$ cat config.mk
export PLATFORM = sky130hd
export DESIGN_NAME = cacd_decoder
export DESIGN_NICKNAME = d
export VERILOG_FILES = /design/src/core/cacd_decoder.v /design/src/core/cacd_byte_mem.v /design/src/core/cacd_nv_flag.v
export VERILOG_INCLUDE_DIRS = /design/src /design/src/core
export SDC_FILE = /design/constraint.sdc
export NUM_CORES = 1
export LEC_CHECK = 0
export BUFFER_PORTS_ARGS = -buffer_cell sky130_fd_sc_hd__buf_2
export CAP_MARGIN = 20
export CORE_MARGIN = 3
export CORE_UTILIZATION = 40
export DETAILED_ROUTE_END_ITERATION = 16
export GPL_ROUTABILITY_DRIVEN = 0
export PLACE_DENSITY = 0.64
export SYNTH_ARGS = -nofsm -noshare
export SYNTH_HDL_FRONTEND = slang
export SYNTH_HIERARCHICAL = 1
export SYNTH_SLANG_ARGS = --single-unit
$ cat constraint.sdc
create_clock -name sys_clk_in -period 8.8 [get_ports sys_clk_in]
set_input_delay 1.76 -clock sys_clk_in [delete_from_list [all_inputs] [get_ports sys_clk_in]]
set_output_delay 1.76 -clock sys_clk_in [all_outputs]
set_load 0.01 [all_outputs]
$ cat src/core/cacd_map.vh
`ifndef CACD_MAP_VH
`define CACD_MAP_VH
// ****************************************************************
// command coding
// ****************************************************************
`define CACD_CLA_SM_MAC   8'h8C
`define CACD_CLA_SM_ENC   8'h84
`define CACD_INS_DISABLE  8'h16
`define CACD_CLA_ISO      8'h00
`define CACD_INS_EXTAUTH  8'h82
`define CACD_CLA_PROP     8'h80
`define CACD_INS_CRYPTGEN 8'hAE
`define CACD_INS_SELECT   8'hA4
`define CACD_P_ZERO       8'h00
`define CACD_LE_ZERO      8'h00
`define CACD_AUTH_LC_MIN  8'h08
`define CACD_AUTH_LC_MAX  8'h10
`define CACD_CRYPT_BYTES  4'h8
// ****************************************************************
// reference-control / cryptogram type codes
// ****************************************************************
`define CACD_TYPE_DECLINED 2'h0
`define CACD_TYPE_APPROVAL 2'h1
`define CACD_TYPE_ONLINE   2'h2
`define CACD_TYPE_REFERRAL 2'h3
// ****************************************************************
// status words
// ****************************************************************
`define CACD_SW_OK          16'h9000
`define CACD_SW_WARN_NOINFO 16'h6200
`define CACD_SW_WARN_CORR   16'h6281
`define CACD_SW_AUTH_FAIL   16'h6300
`define CACD_SW_MEM_FAIL    16'h6581
`define CACD_SW_WRONG_LEN   16'h6700
`define CACD_SW_AUTH_BLOCK  16'h6983
`define CACD_SW_SM_MISSING  16'h6987
`define CACD_SW_SM_BAD      16'h6988
`define CACD_SW_NOT_SUPP    16'h6A81
`define CACD_SW_BAD_P1P2    16'h6A86
// ****************************************************************
// register map
// ****************************************************************
`define CACD_REG_CTRL   8'h00
`define CACD_REG_EXP_LO 8'h04
`define CACD_REG_EXP_HI 8'h08
`define CACD_REG_STATUS 8'h0C
`define CACD_REG_LASTSW 8'h10
`define CACD_CTRL_WARN_EN  0
`define CACD_CTRL_WARN_SEL 1
`define CACD_CTRL_BLOCKED  2
`define CACD_CTRL_OVR_EN   3
`define CACD_CTRL_OVR_LSB  4
`define CACD_CTRL_RESET    6'h00
`define CACD_NV_LOAD_CYC   2'h3
`endif

$ cat src/core/cacd_decoder.v
`timescale 1ns/10ps
`default_nettype none
`include "cacd_map.vh"
module cacd_decoder (
	input  wire        sys_clk_in,
	input  wire        reset_in,
	input  wire        cmd_valid_in,
	input  wire [7:0]  cla_in,
	input  wire [7:0]  ins_in,
	input  wire [7:0]  p1_in,
	input  wire [7:0]  p2_in,
	input  wire [7:0]  lc_in,
	input  wire        le_present_in,
	input  wire [7:0]  le_in,
	input  wire        data_valid_in,
	input  wire [7:0]  data_in,
	input  wire        mac_done_in,
	input  wire        mac_ok_in,
	input  wire        mac_missing_in,
	input  wire        nv_state_in,
	input  wire        nv_done_in,
	input  wire        nv_fail_in,
	input  wire [7:0]  reg_addr_in,
	input  wire [31:0] reg_wdata_in,
	input  wire        reg_wr_in,
	input  wire        reg_rd_in,
	output reg  [31:0] reg_rdata_out,
	output reg         resp_valid_out,
	output reg  [15:0] sw_out,
	output reg  [1:0]  crypt_type_out,
	output reg         crypt_valid_out,
	output reg         cmd_fwd_out,
	output reg         mac_start_out,
	output reg         nv_prog_out,
	output wire        busy_out,
	output wire        card_disabled_out
);
	// ****************************************************************
	// states and command kinds
	// ****************************************************************
	localparam ST_IDLE = 3'h0;
	localparam ST_DEC  = 3'h1;
	localparam ST_DATA = 3'h2;
	localparam ST_MAC  = 3'h3;
	localparam ST_NV   = 3'h4;
	localparam ST_CMP  = 3'h5;
	localparam K_DIS   = 2'h0;
	localparam K_AUTH  = 2'h1;
	localparam K_GEN   = 2'h2;
	localparam K_OTHER = 2'h3;

	reg  [2:0]  state_r;
	reg  [1:0]  kind_r;
	reg  [7:0]  cla_r;
	reg  [7:0]  ins_r;
	reg  [7:0]  p1_r;
	reg  [7:0]  p2_r;
	reg  [7:0]  lc_r;
	reg         le_pres_r;
	reg  [7:0]  le_r;
	reg  [7:0]  cnt_r;
	reg  [3:0]  idx_r;
	reg         mism_r;
	reg  [5:0]  ctrl_r;
	reg  [31:0] exp_lo_r;
	reg  [31:0] exp_hi_r;
	reg  [15:0] last_sw_r;
	reg         auth_ok_r;
	reg         nv_set_r;
	reg  [1:0]  type_nxt;
	wire [7:0]  mem_rdata;
	wire        nv_ready;
	wire        disabled;

	assign busy_out          = (state_r != ST_IDLE) || !nv_ready;
	assign card_disabled_out = disabled;

	// ****************************************************************
	// helpers
	// ****************************************************************
	function [1:0] cmd_kind;
		input [7:0] cla;
		input [7:0] ins;
		begin
			if ((cla == `CACD_CLA_SM_MAC || cla == `CACD_CLA_SM_ENC) &&
			    ins == `CACD_INS_DISABLE) begin
				cmd_kind = K_DIS;
			end else if (cla == `CACD_CLA_ISO &&
			             ins == `CACD_INS_EXTAUTH) begin
				cmd_kind = K_AUTH;
			end else if (cla == `CACD_CLA_PROP &&
			             ins == `CACD_INS_CRYPTGEN) begin
				cmd_kind = K_GEN;
			end else begin
				cmd_kind = K_OTHER;
			end
		end
	endfunction

	function [7:0] exp_byte;
		input [3:0]  k;
		input [63:0] exp;
		begin
			exp_byte = exp[8'h3F - {k[2:0], 3'h0} -: 8];
		end
	endfunction

	// success word, optionally downgraded to a warning
	function [15:0] ok_word;
		input [5:0] ctrl;
		begin
			if (!ctrl[`CACD_CTRL_WARN_EN]) begin
				ok_word = `CACD_SW_OK;
			end else if (ctrl[`CACD_CTRL_WARN_SEL]) begin
				ok_word = `CACD_SW_WARN_CORR;
			end else begin
				ok_word = `CACD_SW_WARN_NOINFO;
			end
		end
	endfunction

	// ****************************************************************
	// cryptogram type decision
	// ****************************************************************
	always @* begin
		if (ctrl_r[`CACD_CTRL_OVR_EN]) begin
			type_nxt = ctrl_r[`CACD_CTRL_OVR_LSB +: 2];
		end else begin
			type_nxt = p1_r[7:6];
		end
	end

	cacd_byte_mem u_mem (
		.sys_clk_in  (sys_clk_in),
		.wr_en_in    (state_r == ST_DATA && data_valid_in),
		.wr_addr_in  (cnt_r[3:0]),
		.wr_data_in  (data_in),
		.rd_addr_in  (idx_r),
		.rd_data_out (mem_rdata)
	);

	cacd_nv_flag u_nv (
		.sys_clk_in  (sys_clk_in),
		.reset_in    (reset_in),
		.nv_state_in (nv_state_in),
		.set_in      (nv_set_r),
		.flag_out    (disabled),
		.ready_out   (nv_ready)
	);

	// ****************************************************************
	// command sequencer
	// ****************************************************************
	always @(posedge sys_clk_in) begin
		if (reset_in) begin
			state_r         <= ST_IDLE;
			kind_r          <= K_OTHER;
			cla_r           <= 8'h00;
			ins_r           <= 8'h00;
			p1_r            <= 8'h00;
			p2_r            <= 8'h00;
			lc_r            <= 8'h00;
			le_pres_r       <= 1'b0;
			le_r            <= 8'h00;
			cnt_r           <= 8'h00;
			idx_r           <= 4'h0;
			mism_r          <= 1'b0;
			auth_ok_r       <= 1'b0;
			nv_set_r        <= 1'b0;
			resp_valid_out  <= 1'b0;
			sw_out          <= 16'h0000;
			crypt_type_out  <= 2'h0;
			crypt_valid_out <= 1'b0;
			cmd_fwd_out     <= 1'b0;
			mac_start_out   <= 1'b0;
			nv_prog_out     <= 1'b0;
		end else begin
			resp_valid_out  <= 1'b0;
			crypt_valid_out <= 1'b0;
			cmd_fwd_out     <= 1'b0;
			mac_start_out   <= 1'b0;
			nv_prog_out     <= 1'b0;
			nv_set_r        <= 1'b0;
			case (state_r)
			ST_IDLE: begin
				if (cmd_valid_in && nv_ready) begin
					cla_r     <= cla_in;
					ins_r     <= ins_in;
					p1_r      <= p1_in;
					p2_r      <= p2_in;
					lc_r      <= lc_in;
					le_pres_r <= le_present_in;
					le_r      <= le_in;
					cnt_r     <= 8'h00;
					idx_r     <= 4'h0;
					mism_r    <= 1'b0;
					kind_r    <= cmd_kind(cla_in, ins_in);
					state_r   <= ST_DEC;
				end
			end
			ST_DEC: begin
				state_r        <= ST_IDLE;
				resp_valid_out <= 1'b1;
				case (kind_r)
				K_DIS: begin
					if (p1_r != `CACD_P_ZERO ||
					    p2_r != `CACD_P_ZERO) begin
						sw_out <= `CACD_SW_BAD_P1P2;
					end else if (le_pres_r ||
					             lc_r == 8'h00) begin
						sw_out <= `CACD_SW_SM_MISSING;
					end else begin
						resp_valid_out <= 1'b0;
						state_r        <= ST_DATA;
					end
				end
				K_AUTH: begin
					if (p1_r != `CACD_P_ZERO ||
					    p2_r != `CACD_P_ZERO) begin
						sw_out <= `CACD_SW_BAD_P1P2;
					end else if (le_pres_r ||
					             lc_r < `CACD_AUTH_LC_MIN ||
					             lc_r > `CACD_AUTH_LC_MAX) begin
						sw_out <= `CACD_SW_WRONG_LEN;
					end else if (ctrl_r[`CACD_CTRL_BLOCKED]) begin
						sw_out <= `CACD_SW_AUTH_BLOCK;
					end else begin
						resp_valid_out <= 1'b0;
						state_r        <= ST_DATA;
					end
				end
				K_GEN: begin
					if (p2_r != `CACD_P_ZERO ||
					    p1_r[5:0] != 6'h00 ||
					    p1_r[7:6] == `CACD_TYPE_REFERRAL) begin
						sw_out <= `CACD_SW_BAD_P1P2;
					end else if (!le_pres_r ||
					             le_r != `CACD_LE_ZERO) begin
						sw_out <= `CACD_SW_WRONG_LEN;
					end else if (lc_r == 8'h00) begin
						sw_out          <= `CACD_SW_OK;
						crypt_type_out  <= type_nxt;
						crypt_valid_out <= 1'b1;
					end else begin
						resp_valid_out <= 1'b0;
						state_r        <= ST_DATA;
					end
				end
				default: begin
					if (ins_r == `CACD_INS_SELECT && disabled) begin
						sw_out <= `CACD_SW_NOT_SUPP;
					end else begin
						resp_valid_out <= 1'b0;
						cmd_fwd_out    <= 1'b1;
					end
				end
				endcase
			end
			ST_DATA: begin
				if (data_valid_in) begin
					cnt_r <= cnt_r + 8'h01;
					if (cnt_r + 8'h01 == lc_r) begin
						case (kind_r)
						K_DIS: begin
							mac_start_out <= 1'b1;
							state_r       <= ST_MAC;
						end
						K_AUTH: begin
							state_r <= ST_CMP;
						end
						default: begin
							sw_out          <= `CACD_SW_OK;
							crypt_type_out  <= type_nxt;
							crypt_valid_out <= 1'b1;
							resp_valid_out  <= 1'b1;
							state_r         <= ST_IDLE;
						end
						endcase
					end
				end
			end
			ST_MAC: begin
				if (mac_done_in) begin
					if (mac_missing_in) begin
						sw_out         <= `CACD_SW_SM_MISSING;
						resp_valid_out <= 1'b1;
						state_r        <= ST_IDLE;
					end else if (!mac_ok_in) begin
						sw_out         <= `CACD_SW_SM_BAD;
						resp_valid_out <= 1'b1;
						state_r        <= ST_IDLE;
					end else if (disabled) begin
						sw_out         <= ok_word(ctrl_r);
						resp_valid_out <= 1'b1;
						state_r        <= ST_IDLE;
					end else begin
						nv_prog_out <= 1'b1;
						state_r     <= ST_NV;
					end
				end
			end
			ST_NV: begin
				if (nv_done_in) begin
					resp_valid_out <= 1'b1;
					state_r        <= ST_IDLE;
					if (nv_fail_in) begin
						sw_out <= `CACD_SW_MEM_FAIL;
					end else begin
						nv_set_r <= 1'b1;
						sw_out   <= ok_word(ctrl_r);
					end
				end
			end
			ST_CMP: begin
				// read data trail the address by one cycle
				idx_r <= idx_r + 4'h1;
				if (idx_r != 4'h0 &&
				    mem_rdata != exp_byte(idx_r - 4'h1,
				                          {exp_hi_r, exp_lo_r})) begin
					mism_r <= 1'b1;
				end
				if (idx_r == `CACD_CRYPT_BYTES) begin
					resp_valid_out <= 1'b1;
					state_r        <= ST_IDLE;
					if (mism_r || mem_rdata != exp_byte(4'h7,
					    {exp_hi_r, exp_lo_r})) begin
						sw_out    <= `CACD_SW_AUTH_FAIL;
						auth_ok_r <= 1'b0;
					end else begin
						sw_out    <= `CACD_SW_OK;
						auth_ok_r <= 1'b1;
					end
				end
			end
			default: begin
				state_r <= ST_IDLE;
			end
			endcase
		end
	end

	// ****************************************************************
	// register port
	// ****************************************************************
	always @(posedge sys_clk_in) begin
		if (reset_in) begin
			ctrl_r        <= `CACD_CTRL_RESET;
			exp_lo_r      <= 32'h00000000;
			exp_hi_r      <= 32'h00000000;
			last_sw_r     <= 16'h0000;
			reg_rdata_out <= 32'h00000000;
		end else begin
			if (resp_valid_out) begin
				last_sw_r <= sw_out;
			end
			if (reg_wr_in) begin
				case (reg_addr_in)
				`CACD_REG_CTRL:   ctrl_r   <= reg_wdata_in[5:0];
				`CACD_REG_EXP_LO: exp_lo_r <= reg_wdata_in;
				`CACD_REG_EXP_HI: exp_hi_r <= reg_wdata_in;
				default:          ctrl_r   <= ctrl_r;
				endcase
			end
			reg_rdata_out <= 32'h00000000;
			if (reg_rd_in) begin
				case (reg_addr_in)
				`CACD_REG_CTRL:   reg_rdata_out <= {26'h0, ctrl_r};
				`CACD_REG_EXP_LO: reg_rdata_out <= exp_lo_r;
				`CACD_REG_EXP_HI: reg_rdata_out <= exp_hi_r;
				`CACD_REG_STATUS: reg_rdata_out <= {26'h0,
					crypt_type_out, 1'b0, busy_out, auth_ok_r, disabled};
				`CACD_REG_LASTSW: reg_rdata_out <= {16'h0, last_sw_r};
				default:          reg_rdata_out <= 32'h00000000;
				endcase
			end
		end
	end
endmodule
`default_nettype wire

$ cat src/core/cacd_byte_mem.v
`timescale 1ns/10ps
`default_nettype none
module cacd_byte_mem (
	input  wire       sys_clk_in,
	input  wire       wr_en_in,
	input  wire [3:0] wr_addr_in,
	input  wire [7:0] wr_data_in,
	input  wire [3:0] rd_addr_in,
	output reg  [7:0] rd_data_out
);
	reg [7:0] mem_r [0:15];

	always @(posedge sys_clk_in) begin
		if (wr_en_in) begin
			mem_r[wr_addr_in] <= wr_data_in;
		end
		rd_data_out <= mem_r[rd_addr_in];
	end
endmodule
`default_nettype wire

$ cat src/core/cacd_nv_flag.v
`timescale 1ns/10ps
`default_nettype none
`include "cacd_map.vh"
module cacd_nv_flag (
	input  wire sys_clk_in,
	input  wire reset_in,
	input  wire nv_state_in,
	input  wire set_in,
	output reg  flag_out,
	output wire ready_out
);
	reg       sync1_r;
	reg       sync2_r;
	reg [1:0] load_cnt_r;

	assign ready_out = (load_cnt_r == `CACD_NV_LOAD_CYC);

	// ****************************************************************
	// reload stored state after reset
	// ****************************************************************
	always @(posedge sys_clk_in) begin
		sync1_r <= nv_state_in;
		sync2_r <= sync1_r;
		if (reset_in) begin
			flag_out   <= 1'b0;
			load_cnt_r <= 2'h0;
		end else begin
			if (!ready_out) begin
				load_cnt_r <= load_cnt_r + 2'h1;
			end
			if (set_in) begin
				flag_out <= 1'b1;
			end else if (load_cnt_r == 2'h2) begin
				flag_out <= sync2_r;
			end
		end
	end
endmodule
`default_nettype wire

### Yosys cells after proc, flatten, opt, wreduce, memory -nomap -nowiden

Memories as Yosys holds them, arrays and structs flattened. A register that Yosys moved wholly into a read port is not among the register bits.
Cells that the tools add are included.
Widths: inputs -> output; s select.

| storage, ports and cells | value |
|---|---|
| memories | 1 |
| input port bits | 109 |
| memory bits (writable) | 128 |
| output and inout bits | 57 |
| word-level logic and storage cells | 240 |
| flip-flop bits (word level) | 207 |

Memory list:

| memory | depth | bits a word | rd ports | clocked after Yosys merged registers in | write ports | line | RTL |
|---|---|---|---|---|---|---|---|
| u_mem.mem_r | 16 | 8 | 1 | 1 | 1 | cacd_byte_mem.v:11 | `reg [7:0] mem_r [0:15];` |

| cells by class | value |
|---|---|
| bitwise logic cells | 10 |
| reductions and logical operators | 52 |
| $add $sub $neg | 5 |
| shifts and indexed selects | 1 |
| magnitude comparators | 2 |
| mux-type cells | 98 |
| eq/ne operators | 42 |

Operator list:

| operator | count |
|---|---|
| $mux 16 | 21 |
| $pmux 32 s5 | 1 |
| $pmux 16 s5 | 1 |
| $shiftx 71x9->8 | 1 |
| $eq 8x8->1 const B | 6 |
| $pmux 16 s3 | 1 |
| $mux 2 | 18 |
| $mux 1 | 33 |
| $mux 3 | 9 |
| $logic_not 8->1 | 3 |
| $mux 8 | 3 |
| $reduce_bool 8->1 | 3 |
| $ne 2x2->1 const B | 11 |
| $pmux 3 s6 | 1 |
| $eq 8x4->1 const B | 2 |
| $eq 8x5->1 const B | 2 |
| $ne 8x8->1 | 2 |
| $pmux 8 s2 | 1 |
| $ne 5x5->1 const B | 3 |
| $reduce_and 12->1 | 1 |
| $reduce_and 2->1 | 6 |
| $logic_or 1x1->1 | 10 |
| $not 1->1 | 10 |
| $reduce_or 5->1 | 2 |
| other kinds (41) | 59 |

### Logic depth before layout (Yosys ltp)

Gate-level depths: netlist of run 1.

| logic depth | value |
|---|---|
| depth in word-level cells | 7 |
| gate-level depth with buffers | 12 |
| gate-level depth less buffers | 9 |

### By module

The synthesis of run 1 kept the hierarchy.

By module, submodules not included:

| module | instances | cells an instance | area each (µm²) | sequential area each (µm²) |
|---|---|---|---|---|
| cacd_decoder | 1 | 1051 | 8720.9 | 3843.7 |
| cacd_byte_mem | 1 | 229 | 5147.4 | 4003.8 |
| cacd_nv_flag | 1 | 17 | 191.4 | 100.1 |

### Least setup slack after synthesis of run 1

No wires, ideal clock.

| timing path | value |
|---|---|
| path type | in2reg |
| start | input port data_valid_in |
| end | memory u_mem.mem_r[0][0], enable pin |
| data arrival time | 3.415 ns |
| setup slack | 5.001 ns |
| path buffers | 1 |
| required time | 8.417 ns |
| library setup time | 0.383 ns |
| cell stages on the path | 5 |
| cell sequence | nand3_1 > inv_1 > buf_1 > or3b_2 > nor3_1 |

| on the way | value |
|---|---|
| longest elaborated chain between the ends | 3 |

Ends and longest elaborated chain:

| item | line | RTL |
|---|---|---|
| from (decl) | cacd_decoder.v:15 | `input wire data_valid_in,` |
| $logic_and 1x1->1 | cacd_decoder.v:135 | `.wr_en_in (state_r == ST_DATA && data_valid_in),` |
| $mux 1 | cacd_byte_mem.v:14 | `if (wr_en_in) begin` |
| $mux 1 (not written as such) | cacd_byte_mem.v:15 | `mem_r[wr_addr_in] <= wr_data_in;` |
| to (decl) | cacd_byte_mem.v:11 |  |

No other way between the ends.

### Worst setup path after layout of run 1

| timing path | value |
|---|---|
| start | input port reg_addr_in[1] |
| end | register exp_lo_r[28] |

| on the way | value |
|---|---|
| longest elaborated chain between the ends | 2 |

Ends and longest elaborated chain:

| item | line | RTL |
|---|---|---|
| from (decl) | cacd_decoder.v:23 | `input wire [7:0] reg_addr_in,` |
| $eq 8x3->1 | cacd_decoder.v:357 | `case (reg_addr_in)` |
| $reduce_and 2->1 (no source line) | n/a |  |
| to (signal assigned) | cacd_decoder.v:359 | `` `CACD_REG_EXP_LO: exp_lo_r <= reg_wdata_in; `` |
| to (decl) | cacd_decoder.v:65 | `reg [31:0] exp_lo_r;` |

No other way between the ends.
A chain may end at the register's enable or synchronous reset.

==> results of run 1 <==
-- routing by layer --
metal	part of all wire [%]	global-route usage (%)	vias up
li1	-	-	4955
met1	45	26.4	5068
met2	46	28.5	297
met3	6.0	3.33	60
met4	2.2	4.85	0
met5	0	0	-
-- power by group through the flow --
| stage | Clock, mW | Sequential, mW | Combinational (mW) |
|---|---|---|---|
| 5_1_grt | 1.54 | 1.67 | 0.316 |
| 3_5_place_dp | 0 | 1.70 | 0.281 |
| 4_1_cts | 1.48 | 1.67 | 0.282 |
| 3_3_place_gp | 0 | 1.70 | 0.277 |
| 6_report | 1.44 | 1.67 | 0.282 |
| 2_1_floorplan | 0 | 1.68 | 0.198 |
-- metrics by stage --
step	std cells	hold slack [ps]	setup WS (ps)	power [mW]
finish	1910	356	4770	3.39
detailed placement	1842	357	3530	1.98
floorplan	1299	310	5000	1.88
global route	1910	368	4590	3.53
CTS	1906	369	4050	3.42
global placement	1842	359	3590	1.98
-- cells by family after synthesis --
logic type	after synthesis
other	1
multiplexers	72
AO/OA/AOI/OAI	249
adder cells (fa/ha/maj)	6
XOR/XNOR	39
flip-flops	333
buffers and inverters	95
AND/OR/NAND/NOR	502
-- placed cells by master (no fill, tap or decap), types with 14 or more instances in the layout --
cell         n
nand3_1     18
nor2_1      92
dfxtp_1    203
clkbuf_16   39
a22oi_1     46
mux4_1      14
buf_2      161
nand2_1    276
mux4_2      34
a21oi_1    145
nor3_1      26
mux2i_1     16
edfxtp_1   128
xnor2_1     26
-- registers in the layout, summed over array words and instances, names as in the netlist, 11 cells and up --
| name | cells |
|---|---|
| u_mem/mem_r | 128 |
| exp_hi_r | 32 |
| exp_lo_r | 32 |
| reg_rdata_out | 32 |
| last_sw_r | 11 |
| sw_out | 11 |
-- final cells by class --
cell class,instances,area (um^2)
well taps,455,569
clock inverters,8,52.6
inverters,9,33.8
repair buffers,178,988
flip-flops and latches,333,7950
clock buffers,56,1090
multi-input cells,871,5680
fillers,3145,18300
-- how the worst max path moves through the flow --
stage / from / cells past startpoint / to / slack (ps)
floorplan: data_valid_in / 5 / u_mem/mem_r[0][0] / 5000
global placement: reg_addr_in[1] / 7 / exp_hi_r[24] / 3590
detailed placement: reg_addr_in[1] / 7 / exp_hi_r[25] / 3530
CTS: reg_addr_in[1] / 7 / exp_hi_r[25] / 4050
global route: reg_addr_in[1] / 9 / exp_lo_r[23] / 4590
finish: reg_addr_in[1] / 9 / exp_lo_r[28] / 4770
==> impl_metrics.env, run 1 <==
export IMPL_outcome="complete, no violations"
export IMPL_worstSetupPathType="in2reg"
export IMPL_avgRoutedWirePerCell_um=18.5
export IMPL_holdPathEnd="u_nv/sync2_r"
export IMPL_rsz0062_at_grt="false"
export IMPL_yosys_area_top_type_share_pct=29.2
export IMPL_switching_power_uw=796
export IMPL_hold_violations=0
export IMPL_clock_path_buffers=3
export IMPL_holdCritStartpoint="u_nv/sync1_r"
export IMPL_tns_ps=0
export IMPL_synth_edff_count=128
export IMPL_synth_area_mux_share_pct=9.87
export IMPL_crit_reg2reg_capture="mism_r"
export IMPL_cts_tree="yes"
export IMPL_path_cells="buf_2 > or3_1 > nor2b_1 > and2_1 > buf_8 > nand2_1 > buf_4 > nand2_1 > a21oi_1"
export IMPL_cap_violations=0
export IMPL_finalSetupViolations=0
export IMPL_start_util_pct=40.6
export IMPL_final_core_util_pct=47.3
export IMPL_yosys_area_share_simple_pct=16.4
export IMPL_worst_pin_slew_ps=1120
export IMPL_finClkSkew_ps=25.1
export IMPL_cp_start_kind="primary input"
export IMPL_synth_commonest_cells="nand2_1, dfxtp_1, a21oi_1"
export IMPL_cp_data_required_time_ps=9140
export IMPL_synth_compound_area_share_pct=11.0
export IMPL_cts_resized=0
export IMPL_ys_warn_count=6
export IMPL_reg2reg_depth=9
export IMPL_die_area_mm2=0.0374
export IMPL_firstDrtPassIters=5
export IMPL_placed_area_mm2=0.0151
export IMPL_antenna_found_initial=0
export IMPL_die_x_um=193
export IMPL_numCtsBuffers=37
export IMPL_grt_pass1_vias=9964
export IMPL_powerDensity_mw_per_mm2=207
export IMPL_ir_drop_mv=0.126
export IMPL_via_per_inst=5.43
export IMPL_finalNetCount=1545
export IMPL_grt_max_degree=103
export IMPL_clock_sinks=333
export IMPL_coreArea_mm2=0.0346
export IMPL_max_slew_margin_pct=25.2
export IMPL_yosysMostFrequentCell="nand2_1"
export IMPL_drc=0
export IMPL_io_pins=166
export IMPL_power_frac_clock_pct=42.5
export IMPL_ys_types=81
export IMPL_htreeDepth=2
export IMPL_regToRegSetupSlack_ps=5420
export IMPL_via_count=10380
export IMPL_power_frac_seq_pct=49.1
export IMPL_p_sw_share_pct=23.5
export IMPL_crit_family="simple AND/OR/NAND/NOR gates"
export IMPL_overflow=0
export IMPL_path_max_fanout=21
export IMPL_clk_pin_slew_worst_paths_ps=60
export IMPL_slew_viol_final=0
export IMPL_synth_seq_cells=333
export IMPL_postSynthCellCount=1297
export IMPL_crit_top_cell="nand2_1"
export IMPL_fp_row_count=68
export IMPL_cts_setup_buffers=0
export IMPL_slowest_stage="and2_1"
export IMPL_p_int_mw=2.59
export IMPL_period_share_pct=45.8
export IMPL_port_buffers=162
export IMPL_drive_above_1_share_pct=20.5
export IMPL_grt_pass1_wl_um=55800
export IMPL_min_period_ps=4030
export IMPL_crit_buf_inv=3
export IMPL_synth_adder_area_share_pct=0.534
export IMPL_clk_latency_ps=510
export IMPL_min_path_type="reg2reg"
export IMPL_syn_area_per_cell_um2=10.8
export IMPL_pwr_share_comb_pct=8.3
export IMPL_synth_area_mm2=0.0141
export IMPL_min_path_cells=0
export IMPL_synth_xor_area_share_pct=2.43
export IMPL_rr_startpoint="idx_r[0]"
export IMPL_hpwlAfterDp_um=24500
export IMPL_leakage_nw=5.62
export IMPL_syn_to_final_growth_pct=16.4
export IMPL_synth_largest_area_cell="dfxtp_1"
export IMPL_cp_arrival_ps=4380
export IMPL_ctsHoldBuffers=0
export IMPL_postRouteAntennaNets=0
export IMPL_max_clock_freq_ghz=0.248
export IMPL_synthTopCellsByArea="dfxtp_1, edfxtp_1, nand2_1"
export IMPL_die_y_um=193
export IMPL_drt_iter0_drc=1006
export IMPL_synth_top_family_by_area="simple AND/OR/NAND/NOR gates"
export IMPL_root_buffer="clkbuf_16"
export IMPL_synth_yosys_seq_area_share_pct=56.5
export IMPL_fin_area_mm2=0.0164
export IMPL_grt_use_total_pct=18.3
export IMPL_critPathCaptureType="flip-flop"
export IMPL_cpPeakStageDelay_ps=620
export IMPL_routed_wirelength_um=35300
export IMPL_n_antenna_cell=0
export IMPL_ys_flop_type="dfxtp_1"
export IMPL_synthArstFlopShare_pct=0
Note: power is estimated with default switching activity, not from simulation.
==> inputs of run 2 (changes only) <==
PLACE_DENSITY = 0.67   (was 0.64)
clock period = 3.3 ns   (was 8.8 ns; I/O delays follow)
==> run 2 against run 1 <==
  * Critical path depth fell by 2
  * Register-to-register slack got worse by 4800 ps
  * Setup slack lost 4200 ps
  * Largest power group unchanged
==> impl_metrics.env, run 2 (synthesis gave the netlist of run 1 again) <==
export IMPL_outcome="complete, no violations"
export IMPL_final_core_util_pct=47.9
export IMPL_ir_drop_mv=0.357
export IMPL_cts_setup_buffers=0
export IMPL_slowest_stage="dfxtp_1"
export IMPL_fp_row_count=68
export IMPL_syn_to_final_growth_pct=18.1
export IMPL_pwr_share_comb_pct=8.1
export IMPL_largest_reg_flops=128
export IMPL_rsz0062_at_grt="false"
export IMPL_max_slew_margin_pct=50.6
export IMPL_switching_power_mw=2.13
export IMPL_min_period_ps=2730
export IMPL_cts_resized=0
export IMPL_worstSetupPathType="reg2reg"
export IMPL_p_sw_share_pct=22.7
export IMPL_via_count=10486
export IMPL_die_area_mm2=0.0374
export IMPL_max_clock_freq_ghz=0.366
export IMPL_cp_data_required_time_ps=3720
export IMPL_powerDensity_mw_per_mm2=566
export IMPL_via_per_inst=5.42
export IMPL_tns_ps=0
export IMPL_clock_sinks=333
export IMPL_htreeDepth=2
export IMPL_placed_area_mm2=0.0153
export IMPL_path_cells="ha_1 > nand3_2 > or3_1 > a211oi_4 > and4_1 > nor3_1 > a311oi_1"
export IMPL_critPathCaptureType="flip-flop"
export IMPL_drive_above_1_share_pct=22.1
export IMPL_fillCellCount=3096
export IMPL_finalNetCount=1568
export IMPL_cpPeakStageDelay_ps=560
export IMPL_drt_iter0_drc=848
export IMPL_clk_latency_ps=520
export IMPL_crit_family="simple AND/OR/NAND/NOR gates"
export IMPL_post_place_ws_ps=592
export IMPL_setup_ws_ps=570
export IMPL_min_path_type="in2reg"
export IMPL_port_buffers=162
export IMPL_cp_start_kind="flip-flop"
export IMPL_clk_pin_slew_worst_paths_ps=60
export IMPL_antenna_found_initial=0
export IMPL_hold_violations=0
export IMPL_n_antenna_cell=0
export IMPL_grt_pass1_vias=10207
export IMPL_grt_use_total_pct=18.5
export IMPL_timing_hold_ws_ps=254
export IMPL_worst_pin_slew_ps=740
export IMPL_p_int_mw=7.26
export IMPL_coreArea_mm2=0.0346
export IMPL_grt_max_degree=103
export IMPL_fin_area_mm2=0.0166
export IMPL_numCtsBuffers=37
export IMPL_leakage_nw=5.80
export IMPL_crit_buf_inv=0
export IMPL_avgRoutedWirePerCell_um=18.5
export IMPL_clock_path_buffers=3
export IMPL_routed_wirelength_um=35800
export IMPL_hpwlAfterDp_um=24900
export IMPL_finClkSkew_ps=19.1
export IMPL_slew_viol_final=0
export IMPL_cap_violations=0
export IMPL_firstDrtPassIters=5
export IMPL_power_frac_seq_pct=47.3
export IMPL_power_frac_clock_pct=44.6
export IMPL_die_y_um=193
export IMPL_cp_arrival_ps=3150
export IMPL_layout_commonest_cell="nand2_1"
export IMPL_cts_tree="yes"
export IMPL_io_pins=166
export IMPL_grt_pass1_wl_um=56200
export IMPL_layout_common_cells="nand2_1, dfxtp_1, buf_2"
export IMPL_root_buffer="clkbuf_16"
export IMPL_period_share_pct=82.7
export IMPL_postRouteAntennaNets=0
export IMPL_die_x_um=193
export IMPL_finalSetupViolations=0
export IMPL_regMostFlops="u_mem/mem_r"
export IMPL_overflow=0
export IMPL_path_max_fanout=13
export IMPL_start_util_pct=40.6
export IMPL_ctsHoldBuffers=0
export IMPL_drc=0
run 2: final timing paths:
path | slack (ps) | depth (start not counted) | start | end
hold reg to reg | 340 | 0 | u_nv/sync1_r | u_nv/sync2_r
hold / removal | 250 | 1 | nv_state_in | u_nv/sync1_r
setup / recovery | 570 | 7 | cnt_r[0] | sw_out[8]
setup reg to reg | 570 | 7 | cnt_r[0] | sw_out[8]
run 2: per-stage QoR:
step	std cells	power [mW]
global route	1933	9.76
detailed placement	1869	5.29
finish	1933	9.39
global placement	1869	5.28
CTS	1933	9.48
floorplan	1299	5.01
run 2: power groups by stage:
stage               Combinational [mW]  Clock, mW  Sequential (mW)
global placement                 0.750          0             4.53
global route                     0.853       4.45             4.45
detailed placement               0.761          0             4.53
CTS                              0.766       4.27             4.44
floorplan                        0.529          0             4.48
finish                           0.762       4.19             4.44
run 2: final cells by class:
type | instances | area [um^2] | share of cell area, %
Timing Repair Buffer | 201 | 1120 | 6.74
Multi-Input combinational cell | 871 | 5680 | 34.2
Tap cell | 455 | 569 | 3.43
Inverter | 9 | 33.8 | 0.203
Clock inverter | 12 | 164 | 0.987
Clock buffer | 52 | 1090 | 6.56
Sequential cell | 333 | 7950 | 47.9
run 2: metal layers:
metal | global-route usage, % | share of wire, % | vias up | wire, um
met3 | 3.55 | 6.8 | 66 | 2440
met4 | 6.11 | 2.8 | 0 | 1020
li1 | - | - | 4979 | -
met2 | 29.4 | 47 | 353 | 16700
met5 | 0 | 0 | - | 0
met1 | 25.8 | 44 | 5088 | 15600
run 2: worst register-to-register path, cell delays in order, from the launching register on:
cell and delay [ps]:
dfxtp_1 560, ha_1 340, nand3_2 150, or3_1 420
a211oi_4 380, and4_1 460, nor3_1 80, a311oi_1 250
